--- src/dac_host_pkg.sv ---
// constants, field layouts and types shared by the converter host controller
// assumes a 20 MHz pclk and a 32-bit apb register bus
package dac_host_pkg;

    // converter word and pin widths
    localparam int WORD_WIDTH = 10;
    localparam int BUS_WIDTH  = 16;
    localparam int PAD_WIDTH  = BUS_WIDTH - WORD_WIDTH;

    // register byte offsets
    localparam logic [7:0] CTRL_ADDR   = 8'h00;
    localparam logic [7:0] DATA_ADDR   = 8'h04;
    localparam logic [7:0] STATUS_ADDR = 8'h08;
    localparam logic [7:0] TRANSFER_STROBE_N_ADDR   = 8'h0C;

    // control field positions
    localparam int CTRL_LEFT_BIT  = 0;
    localparam int CTRL_BUS16_BIT = 1;
    localparam int CTRL_MODE_LSB  = 2;

    // status field positions
    localparam int STAT_BUSY_BIT    = 0;
    localparam int STAT_MODE_ERR_BIT = 1;
    localparam int STAT_REFUSED_BIT = 2;

    // reset values
    localparam logic [3:0] CTRL_RESET = 4'h0;
    localparam logic [9:0] DATA_RESET = 10'h000;

    // strobe phase timing: setup, strobe and hold each last one step
    localparam int CLOCK_PERIOD_NS = 50;
    localparam int STEP_NS         = 150;
    localparam int STEP_CYCLES     =
        (STEP_NS + CLOCK_PERIOD_NS - 1) / CLOCK_PERIOD_NS;

    // transfer modes; on a 16-bit bus auto means single-buffered
    typedef enum logic [1:0] {
        MODE_AUTO     = 2'b00,
        MODE_HOST     = 2'b01,
        MODE_EXTERNAL = 2'b10,
        MODE_FLOW     = 2'b11
    } mode_type;

    // write sequencer, gray coded from idle through done; hold to setup and done to idle flip two bits
    typedef enum logic [2:0] {
        ST_IDLE   = 3'b000,
        ST_SETUP  = 3'b001,
        ST_STROBE = 3'b011,
        ST_HOLD   = 3'b010,
        ST_DONE   = 3'b110
    } state_type;

endpackage : dac_host_pkg

--- src/dac_host_ctrl.sv ---
// host controller that loads a double-buffered 10-bit converter
// assumes an apb master on pclk and the converter pins wired directly
//
// The APB register port and the register addresses were left to the implementer.
`timescale 1ns/1ps
`default_nettype none
// Overview of operation
// - on 8-bit bus send two writes
// - right: low byte first; left: high first
// - justify pin high left, low right
// - left-only part takes high byte first
// - auto only when update timing is loose
// - synchronized update by shared transfer strobe
// - unused six bus bits are don't care
// - host mode: third write strobes transfer
// - 16-bit bus keeps byte select high
module dac_host_ctrl
    import dac_host_pkg::*;
(
    input  wire logic        pclk,
    input  wire logic        presetn,
    input  wire logic        psel,
    input  wire logic        penable,
    input  wire logic        pwrite,
    input  wire logic [7:0]  paddr,
    input  wire logic [31:0] pwdata,
    output logic [31:0]      prdata,
    output logic             pready,
    output logic             pslverr,
    output logic [15:0]      data_out,
    output logic             chip_select_n,
    output logic             input_write_strobe_n,
    output logic             register_write_strobe_n,
    output logic             transfer_strobe_n,
    output logic             byte_select,
    output logic             justify_select
);

    // bus value of one write: whole word on 16 bits, else one byte
    function automatic logic [15:0] bus_value(input logic [9:0] w,
                                              input logic left,
                                              input logic bus16,
                                              input logic first);
        logic [15:0] v;
        v = 16'h0000;
        if (bus16) begin
            v = left ? {w, 6'h00} : {6'h00, w};
        end else if (left) begin
            v = first ? {8'h00, w[9:2]} : {8'h00, w[1:0], 6'h00};
        end else begin
            v = first ? {8'h00, w[7:0]} : {14'h0000, w[9:8]};
        end
        return v;
    endfunction : bus_value

    logic [3:0]  ctrl_q;
    logic [9:0]  word_q;
    logic        mode_err_q;
    logic        refused_q;
    logic [31:0] prdata_q;
    logic        pready_q;
    logic        pslverr_q;
    state_type   state_q;
    logic        cmd_transfer_strobe_n_q;
    logic        idx_q;
    logic        left_q;
    logic        bus16_q;
    mode_type    mode_q;
    logic [15:0] data_q;
    logic        cs_n_q;
    logic        wr1_n_q;
    logic        wr2_n_q;
    logic        transfer_strobe_n_n_q;
    logic        bsel_q;
    logic        just_q;
    logic        tick;
    logic        busy;
    logic        take;
    logic        wr_fire;
    logic        mapped;
    logic        start_load;
    logic        start_transfer_strobe_n;
    logic        last_idx;
    logic        transfer_strobe_n_now;
    mode_type    ctrl_mode;

    assign ctrl_mode = mode_type'(ctrl_q[CTRL_MODE_LSB +: 2]);
    assign busy      = (state_q != ST_IDLE);
    assign take      = psel && penable && !pready_q;
    assign wr_fire   = psel && penable && pready_q && pwrite;
    assign mapped    = (paddr == CTRL_ADDR) || (paddr == DATA_ADDR) ||
                       (paddr == STATUS_ADDR) || (paddr == TRANSFER_STROBE_N_ADDR);
    // flow-through is never driven from the bus
    assign start_load = wr_fire && paddr == DATA_ADDR && !busy &&
                        ctrl_mode != MODE_FLOW;
    assign start_transfer_strobe_n = wr_fire && paddr == TRANSFER_STROBE_N_ADDR && !busy &&
                        ctrl_mode != MODE_FLOW;
    // 8-bit loads take two writes, 16-bit loads and transfers one
    assign last_idx  = !cmd_transfer_strobe_n_q && !bus16_q;
    // auto mode strobes the transfer with the final load write
    assign transfer_strobe_n_now  = cmd_transfer_strobe_n_q ||
                       (mode_q == MODE_AUTO && idx_q == last_idx);

    phase_divider u_div (
        .pclk    (pclk),
        .presetn (presetn),
        .run     (busy),
        .tick    (tick)
    );

    // apb answer one cycle into the access phase
    always_ff @(posedge pclk or negedge presetn) begin
        if (!presetn) begin
            pready_q  <= 1'b0;
            pslverr_q <= 1'b0;
            prdata_q  <= 32'h0000_0000;
        end else begin
            pready_q  <= take;
            pslverr_q <= take && !mapped;
            if (take && !pwrite) begin
                if (paddr == CTRL_ADDR) begin
                    prdata_q <= {28'h0000000, ctrl_q};
                end else if (paddr == DATA_ADDR) begin
                    prdata_q <= {22'h000000, word_q};
                end else if (paddr == STATUS_ADDR) begin
                    prdata_q <= {29'h00000000, refused_q, mode_err_q,
                                 busy};
                end else begin
                    prdata_q <= 32'h0000_0000;
                end
            end
        end
    end

    // control and data registers
    always_ff @(posedge pclk or negedge presetn) begin
        if (!presetn) begin
            ctrl_q <= CTRL_RESET;
            word_q <= DATA_RESET;
        end else if (wr_fire && paddr == CTRL_ADDR) begin
            ctrl_q <= pwdata[3:0];
        end else if (start_load) begin
            word_q <= pwdata[9:0];
        end
    end

    // sticky status: a new event wins over a write-one clear
    always_ff @(posedge pclk or negedge presetn) begin
        if (!presetn) begin
            mode_err_q <= 1'b0;
            refused_q  <= 1'b0;
        end else begin
            if (wr_fire && (paddr == DATA_ADDR || paddr == TRANSFER_STROBE_N_ADDR) &&
                !busy && ctrl_mode == MODE_FLOW) begin
                mode_err_q <= 1'b1;
            end else if (wr_fire && paddr == STATUS_ADDR &&
                         pwdata[STAT_MODE_ERR_BIT]) begin
                mode_err_q <= 1'b0;
            end
            if (wr_fire && (paddr == DATA_ADDR || paddr == TRANSFER_STROBE_N_ADDR) &&
                busy) begin
                refused_q <= 1'b1;
            end else if (wr_fire && paddr == STATUS_ADDR &&
                         pwdata[STAT_REFUSED_BIT]) begin
                refused_q <= 1'b0;
            end
        end
    end

    // snapshot of the command so control writes cannot upset it
    always_ff @(posedge pclk or negedge presetn) begin
        if (!presetn) begin
            cmd_transfer_strobe_n_q <= 1'b0;
            left_q     <= 1'b0;
            bus16_q    <= 1'b0;
            mode_q     <= MODE_AUTO;
        end else if (start_load || start_transfer_strobe_n) begin
            cmd_transfer_strobe_n_q <= start_transfer_strobe_n;
            left_q     <= ctrl_q[CTRL_LEFT_BIT];
            bus16_q    <= ctrl_q[CTRL_BUS16_BIT];
            mode_q     <= ctrl_mode;
        end
    end

    // write sequencer: setup, strobe, hold per write, then recovery
    always_ff @(posedge pclk or negedge presetn) begin
        if (!presetn) begin
            state_q <= ST_IDLE;
            idx_q   <= 1'b0;
        end else begin
            case (state_q)
                ST_IDLE: begin
                    idx_q <= 1'b0;
                    if (start_load || start_transfer_strobe_n) begin
                        state_q <= ST_SETUP;
                    end
                end
                ST_SETUP: begin
                    if (tick) begin
                        state_q <= ST_STROBE;
                    end
                end
                ST_STROBE: begin
                    if (tick) begin
                        state_q <= ST_HOLD;
                    end
                end
                ST_HOLD: begin
                    if (tick && idx_q != last_idx) begin
                        idx_q   <= 1'b1;
                        state_q <= ST_SETUP;
                    end else if (tick) begin
                        state_q <= ST_DONE;
                    end
                end
                ST_DONE: begin
                    if (tick) begin
                        state_q <= ST_IDLE;
                    end
                end
                default: begin
                    state_q <= ST_IDLE;
                end
            endcase
        end
    end

    // converter pins, all registered
    always_ff @(posedge pclk or negedge presetn) begin
        if (!presetn) begin
            data_q   <= 16'h0000;
            cs_n_q   <= 1'b1;
            wr1_n_q  <= 1'b1;
            wr2_n_q  <= 1'b1;
            transfer_strobe_n_n_q <= 1'b1;
            bsel_q   <= 1'b1;
        end else begin
            if (state_q == ST_IDLE && start_load) begin
                cs_n_q <= 1'b0;
                // first write carries the byte that fills all ten bits
                data_q <= bus_value(pwdata[9:0], ctrl_q[CTRL_LEFT_BIT],
                                    ctrl_q[CTRL_BUS16_BIT], 1'b1);
                bsel_q <= 1'b1;
            end else if (state_q == ST_IDLE && start_transfer_strobe_n) begin
                cs_n_q <= 1'b0;
                bsel_q <= 1'b1;
            end else if (state_q == ST_SETUP && tick) begin
                wr1_n_q  <= cmd_transfer_strobe_n_q;
                wr2_n_q  <= !transfer_strobe_n_now;
                transfer_strobe_n_n_q <= !transfer_strobe_n_now;
            end else if (state_q == ST_STROBE && tick) begin
                // releasing the strobes closes the latches
                wr1_n_q  <= 1'b1;
                wr2_n_q  <= 1'b1;
                transfer_strobe_n_n_q <= 1'b1;
            end else if (state_q == ST_HOLD && tick) begin
                if (idx_q != last_idx) begin
                    data_q <= bus_value(word_q, left_q, 1'b0, 1'b0);
                    bsel_q <= 1'b0;
                end else begin
                    cs_n_q <= 1'b1;
                    bsel_q <= 1'b1;
                end
            end
        end
    end

    // justification pin follows control, frozen during a sequence
    always_ff @(posedge pclk or negedge presetn) begin
        if (!presetn) begin
            just_q <= 1'b0;
        end else if (!busy) begin
            just_q <= ctrl_q[CTRL_LEFT_BIT];
        end
    end

    assign prdata                  = prdata_q;
    assign pready                  = pready_q;
    assign pslverr                 = pslverr_q;
    assign data_out                = data_q;
    assign chip_select_n           = cs_n_q;
    assign input_write_strobe_n    = wr1_n_q;
    assign register_write_strobe_n = wr2_n_q;
    assign transfer_strobe_n       = transfer_strobe_n_n_q;
    assign byte_select             = bsel_q;
    assign justify_select          = just_q;

    // each strobe lasts a full step
    strobe_width_a: assert property (
        @(posedge pclk) disable iff (!presetn)
        $fell(chip_select_n | (input_write_strobe_n &
              register_write_strobe_n)) |->
        (!(input_write_strobe_n & register_write_strobe_n))[*3]
    ) else $error("strobe shorter than one step");

    // data stays put while the input write strobe is low
    data_hold_a: assert property (
        @(posedge pclk) disable iff (!presetn)
        (!input_write_strobe_n && $past(!input_write_strobe_n)) |->
        $stable(data_out)
    ) else $error("data moved under write strobe");

    // first load write has byte select high and the ordered byte
    first_byte_a: assert property (
        @(posedge pclk) disable iff (!presetn)
        (state_q == ST_STROBE && !idx_q && !cmd_transfer_strobe_n_q) |->
        (byte_select &&
         data_out == bus_value(word_q, left_q, bus16_q, 1'b1))
    ) else $error("first write carries wrong byte");

    // an 8-bit load issues a second write with byte select low
    two_writes_a: assert property (
        @(posedge pclk) disable iff (!presetn)
        (start_load && !ctrl_q[CTRL_BUS16_BIT]) |->
        ##[1:20] (!input_write_strobe_n && !byte_select)
    ) else $error("second byte write missing");

    // auto mode transfers together with the last load write
    auto_transfer_strobe_n_a: assert property (
        @(posedge pclk) disable iff (!presetn)
        (state_q == ST_STROBE && mode_q == MODE_AUTO && !cmd_transfer_strobe_n_q &&
         idx_q == last_idx) |->
        (!input_write_strobe_n && !register_write_strobe_n &&
         !transfer_strobe_n)
    ) else $error("auto transfer not strobed");

    // a transfer command strobes only the register path
    transfer_strobe_n_cmd_a: assert property (
        @(posedge pclk) disable iff (!presetn)
        start_transfer_strobe_n |-> ##4 (input_write_strobe_n &&
                            !register_write_strobe_n &&
                            !transfer_strobe_n && !chip_select_n)
    ) else $error("transfer command strobes wrong");

    // 16-bit bus: byte select high, unused bits zero
    bus16_pins_a: assert property (
        @(posedge pclk) disable iff (!presetn)
        (busy && bus16_q && !cmd_transfer_strobe_n_q && state_q != ST_SETUP) |->
        (byte_select && (left_q ? data_out[5:0] == 6'h00 :
                                  data_out[15:10] == 6'h00))
    ) else $error("16-bit write pins wrong");

    // flow-through request never reaches the pins
    no_flow_a: assert property (
        @(posedge pclk) disable iff (!presetn)
        (wr_fire && !busy && ctrl_mode == MODE_FLOW &&
         (paddr == DATA_ADDR || paddr == TRANSFER_STROBE_N_ADDR)) |=>
        (!busy && mode_err_q)
    ) else $error("flow-through request not refused");

    // justification pin never changes during a sequence
    justify_hold_a: assert property (
        @(posedge pclk) disable iff (!presetn)
        (busy && $past(busy)) |-> $stable(justify_select)
    ) else $error("justify pin moved mid sequence");

    // apb answers in the second access cycle
    apb_answer_a: assert property (
        @(posedge pclk) disable iff (!presetn)
        take |=> pready
    ) else $error("apb answer late");

endmodule : dac_host_ctrl
`default_nettype wire

--- src/phase_divider.sv ---
// step enable for the pin sequencer: one-cycle tick every step
// assumes run stays high for the whole write sequence
`timescale 1ns/1ps
`default_nettype none
module phase_divider
    import dac_host_pkg::*;
(
    input  wire logic pclk,
    input  wire logic presetn,
    input  wire logic run,
    output logic      tick
);

    logic [1:0] count_q;

    // tick on the last cycle of each step
    assign tick = run && (count_q == 2'(STEP_CYCLES - 1));

    // count restarts whenever the sequencer is idle
    always_ff @(posedge pclk or negedge presetn) begin
        if (!presetn) begin
            count_q <= 2'h0;
        end else if (!run || tick) begin
            count_q <= 2'h0;
        end else begin
            count_q <= count_q + 2'h1;
        end
    end

endmodule : phase_divider
`default_nettype wire
--- config.mk ---
export PLATFORM = sky130hd
export DESIGN_NAME = dac_host_ctrl
export DESIGN_NICKNAME = d
export VERILOG_FILES = /design/src/dac_host_pkg.sv /design/src/dac_host_ctrl.sv /design/src/phase_divider.sv
export SDC_FILE = /design/constraint.sdc
export NUM_CORES = 1
export LEC_CHECK = 0
export BUFFER_PORTS_ARGS = -buffer_cell sky130_fd_sc_hd__buf_4
export CAP_MARGIN = 20
export CORE_ASPECT_RATIO = 1.75
export CORE_MARGIN = 2
export CORE_UTILIZATION = 54
export CTS_CLUSTER_SIZE = 16
export DETAILED_ROUTE_END_ITERATION = 8
export GPL_TIMING_DRIVEN = 1
export PLACE_DENSITY = 0.88
export SYNTH_ARGS = -nofsm -noshare
export SYNTH_HDL_FRONTEND = slang
export SYNTH_SLANG_ARGS = --single-unit
--- constraint.sdc ---
create_clock -name pclk -period 4.9 [get_ports pclk]
set_input_delay 0.245 -clock pclk [delete_from_list [all_inputs] [get_ports pclk]]
set_output_delay 0.245 -clock pclk [all_outputs]
set_load 0.05 [all_outputs]
# [Yosys cells after proc, flatten, opt, wreduce, memory -nomap -nowiden]
# Cells that the tools add are included.
[totals] ff_bits=82 input_bits=45
[classes] add_sub_neg=1 eq_ne=24 mux=42 n_bitwise=3 n_reduce_logical=61
[op_table] op="$mux W16" count=8
[op_table] op="$mux W32" count=2
[op_table] op="$logic_and A1 B1 Y1" count=29
[op_table] op="$mux W3" count=7
[op_table] op="$mux W1" count=20
[op_table] op="$ne A2 B2 Y1 const B" count=9
[op_table] op="$eq A8 B4 Y1 const B" count=2
[op_table] op="$mux W8" count=2
[op_table] op="$pmux W3 S5" count=1
[op_table] op="$ne A3 B3 Y1 const B" count=4
[op_table] op="$reduce_bool A2 Y1" count=6
[op_table] op="$reduce_and A5 Y1" count=2
[op_table] op="$eq A8 B3 Y1 const B" count=1
[op_table] op="$logic_not A8 Y1" count=1
[op_table] op="$logic_not A1 Y1" count=7
[op_table] op="$logic_or A1 B1 Y1" count=7
[op_table] op="$eq A3 B2 Y1 const B" count=2
[op_table] op="$reduce_and A3 Y1" count=2
[op_table] op="$reduce_bool A3 Y1" count=2
[op_table] op="$eq A2 B2 Y1 const B" count=2
[op_table] op="$reduce_and A2 Y1" count=2
[op_table] op="$reduce_and A4 Y1" count=1
[op_table] op="$eq A3 B1 Y1 const B" count=1
[op_table] op="$eq A3 B3 Y1 const B" count=1
[op_table] op="other kinds (8)" count=10

# [Logic depth before layout (Yosys ltp)]
[logic_depth] word_depth=9 ltp_mapped=8 mapped_depth_nobuf=6

# [Hierarchy]
# A second synthesis with hierarchy kept.
[hier_totals] hier_cells=273 area_unflattened_um2=2996.6
[modules_own_cells] module="dac_host_ctrl" instances=1 cells_each=266 area_per_inst_um2=2899.0
[modules_own_cells] module="phase_divider" instances=1 cells_each=7 area_per_inst_um2=97.6

# [Least setup slack after synthesis]
# OpenSTA, ideal clock, no wires.
[synth_path] kind="input to register" startpoint="in paddr[1]" endpoint="reg word_q[0]" setup_ns=0.128 arrival_time_ns=2.245 required_time_ns=4.772 path_slack_ns=2.528 path_stages=6 path_buffers=2 path_cell_list="or4_1 -> or3_1 -> buf_2 -> nor4_4 -> buf_6 -> mux2_1"
[synth_via] elab_chain_cells=5
[synth_rtl] element="from (decl)" line_no="dac_host_ctrl.sv:25" text="input wire logic [7:0] paddr,"
[synth_rtl] element="$eq A8 B3 Y1" line_no="dac_host_ctrl.sv:94" text="assign start_load = wr_fire && paddr == DATA_ADDR && !busy &&"
[synth_rtl] element="$logic_and A1 B1 Y1 (3 in a row)" line_no="dac_host_ctrl.sv:94"
[synth_rtl] element="$reduce_and A2 Y1 (no line) (*)"
[synth_rtl] element="to (signal assigned)" line_no="dac_host_ctrl.sv:143" text="word_q <= pwdata[9:0];"
[synth_rtl] element="to (decl)" line_no="dac_host_ctrl.sv:57" text="logic [9:0] word_q;"
# Every way passes the cells marked *; elsewhere a longest branch is shown, timed or not.
# A chain may end at the register's enable or synchronous reset.

# [Worst setup path after layout]
[layout_path] startpoint="in paddr[1]" endpoint="reg word_q[6]"
# The elaborated chain is that of the path after synthesis.

==> summary.txt <==
Synth
  • Top cells by area, synth: dfrtp_1, mux2i_1, mux2_2
  • Synth warn: 0
  • Post-synth top flop: dfrtp_1
  • #FFs+latches synth: 60
  • Synth Instances: 274
  • Seq/Total Area, Yosys: 0.508
  • Top cell type's share of synthesized area: 0.473
  • Post-Syn Area: 2960 sq um
  • Count leader, synth: dfrtp_1
  • Mux cell area share after synthesis: 0.175
  • EDFF count, synth: 0
  • Xor/xnor cell area share of the yosys netlist: 0
  • Library cells used by synthesis: 40
  • Post-synth top area cell: dfrtp_1
  • Synth Area in Simple Gates: 0.148
  • Compound-Gate Fraction of Synth Area: 0.0794
  • Post-Synth Adder-Cell Area: 0.00422
  • Ys async rst share: 1.00
  • Post-synth top cells: dfrtp_1, nand2_1, mux2i_1, buf_4, mux2_2
  • Mapped Avg Cell Area: 10.8 sq um
  • Combinational family with the most area after synthesis: multiplexers

Die
  • Initial cell density of the core: 0.559
  • Die area: 6120 sq um
  • Cell Rows: 35
  • Core box area: 5300 sq um
  • I/O Pins: 101
  • Die span in x: 60.0 um
  • Die Y: 102 um

Timing
  • Crit path time final: 2250 ps
  • Period utilisation layout: 0.458
  • Setup WS post-layout: 2650 ps
  • Final setup viols: 0
  • Final clock skew: 6.17 ps
  • Rel. slew slack: 0.378
  • Final TNS setup: 0 ps
  • Final Max Tran Viols: 0
  • Final Hold Vio Count: 0
  • Achievable clock frequency: 445 MHz
  • RSZ-0062 raised after global routing: no
  • Least-Margin Pin Slew: 925 ps

Setup path
  • Critical path type: in2reg
  • R2r startpoint: u_div.count_q[0]
  • CP Launch Type: primary input
  • CP Capture Type: flop
  • Reg2reg end: data_out[0]
  • CP Max Fanout: 26
  • FF-to-FF path depth: 6
  • CP Data Arrival Time: 2470 ps
  • Critical Path RT: 5130 ps
  • R2R setup slack: 2760 ps

Clock tree
  • H-Tree Depth: 3
  • Clk_lat worst skew: 340 ps
  • CTS root buf: clkbuf_8
  • TritonCTS Buffers: 9
  • Clock Path Buffers: 2
  • Post-CTS setup buffer count: 0
  • TritonCTS clock tree: built
  • CTS clk-pin slew, worst paths: 70 ps
  • Clock Sinks: 60

Worst hold path
  • Hold path start: pwdata[0]
  • Min-Delay Endpoint: word_q[0]
  • Hold path cells: 2
  • Hold crit path type: in2reg

Placement
  • Hpwl dp: 4420 um
  • DP Cell Count: 391
  • Port Buffers: 56
  • RD Place Congestion: 0.755
  • Place WS: 2300 ps

Route
  • Initial DRC count: 32
  • WL/cell: 15.4 um
  • ANT nets after route: 0
  • Routed via count: 2176
  • Router iterations before antenna repair: 4
  • Number of remaining DRC errors: 0
  • Vias per cell: 5.33
  • WL final: 6270 um

Pwr
  • Final Total Pwr: 0.00108 W
  • Power per cell area: 303 nW/um^2
  • VDD IR-drop max: 244 uV
  • Leak Pwr: 1.73 nW

Global routing
  • First-pass GRT wire length: 9960 um
  • Largest net degree at the start of global routing: 61
  • GRT Overall Usage: 0.225
  • Grt ovf: 0
  • Initial antenna violation count: 0
  • Vias in the first global route: 2064

Finish
  • Area grow syn2layout: 20.1%
  • Filler cells: 411
  • Antenna diodes: 0
  • Layout cells sized above 1: 0.293
  • Final nets: 375
  • Final std cells w/o fill: 408
  • Core Util, Final: 0.672

Status
  • Status: complete, no violations

Run
  • Number of max-cap violations: 0
## logic make-up after synthesis
logic type                 after synthesis
buffers and inverters                   39
and+or+nand+nor                         86
DFF                                     60
muxes                                   49
other                                    1
AOI/OAI and AO/OA                       38
adders and majority gates                1
## power by group
part	internal, W	switching (W)	leakage (nW)
registers	0.000497	0.00000151	0.818
clock network	0.000300	0.000191	0.107
logic	0.0000198	0.0000690	0.810
## per-stage QoR
| step | hold slack (ps) | cell area, sq um |
|---|---|---|
| floorplan | -50.6 | 3040 |
| global placement | 348 | 3330 |
| detailed placement | 355 | 3330 |
| CTS | 160 | 3560 |
| global route | 162 | 3560 |
| finish | 172 | 3560 |
## layout make-up
class                      instances  area [sq um]  share of cell area
sequential                        60          1510               0.423
multi-input combinational        196          1290               0.361
timing repair buffer              59           445               0.125
clock buffer                      12           145              0.0408
tap                               74          92.6              0.0260
clock inverter                     4          72.6              0.0204
inverter                           3          11.3             0.00316
## worst max-delay path by stage
stage	from	end	slack [ps]
floorplan	paddr[1]	word_q[0]	2530
global placement	paddr[1]	word_q[7]	2330
global route	u_div.count_q[0]	data_out[1]	2570
detailed placement	paddr[1]	word_q[4]	2300
finish	paddr[1]	word_q[6]	2650
CTS	paddr[1]	word_q[6]	2650
## cell usage in the layout (no fill, tap or decap), types with 3 or more instances in the layout
master,n
dfstp_2,4
nand2_1,36
mux2_2,18
mux2i_1,27
o21ai_0,9
and2_1,3
mux2_1,4
a21oi_1,15
nor2_1,11
nor2b_1,12
nand4_1,3
buf_4,58
dfrtp_1,56
inv_1,3
a22o_1,6
clkbuf_8,10
conb_1,22
or3_1,4
nor3_1,6
## worst max-delay path: stages
cell	delay, ps
buf_4	110
or4_1	530
or3_1	490
nor4_4	290
buf_4	410
mux2_2	390
## flip-flops by register name, summed over array words and instances (netlist names), 2 cells and up
signal	cells
prdata	10
state_q	3
data_out	16
mode_q	2
word_q	10
u_div.count_q	2
ctrl_q	4
## layer usage
| layer | up-vias | GRT usage | share of wire |
|---|---|---|---|
| met3 | 9 | 0.0532 | 0.047 |
| li1 | 1013 | - | - |
| met5 | - | 0 | 0 |
| met1 | 1078 | 0.258 | 0.39 |
| met2 | 76 | 0.386 | 0.54 |
| met4 | 0 | 0.103 | 0.025 |
## timing repair
action,CTS,global route
resized for setup,0,0
hold buffers,1,0
endpoints found under the hold margin,56,0
Power figures use the tool's default switching activity.
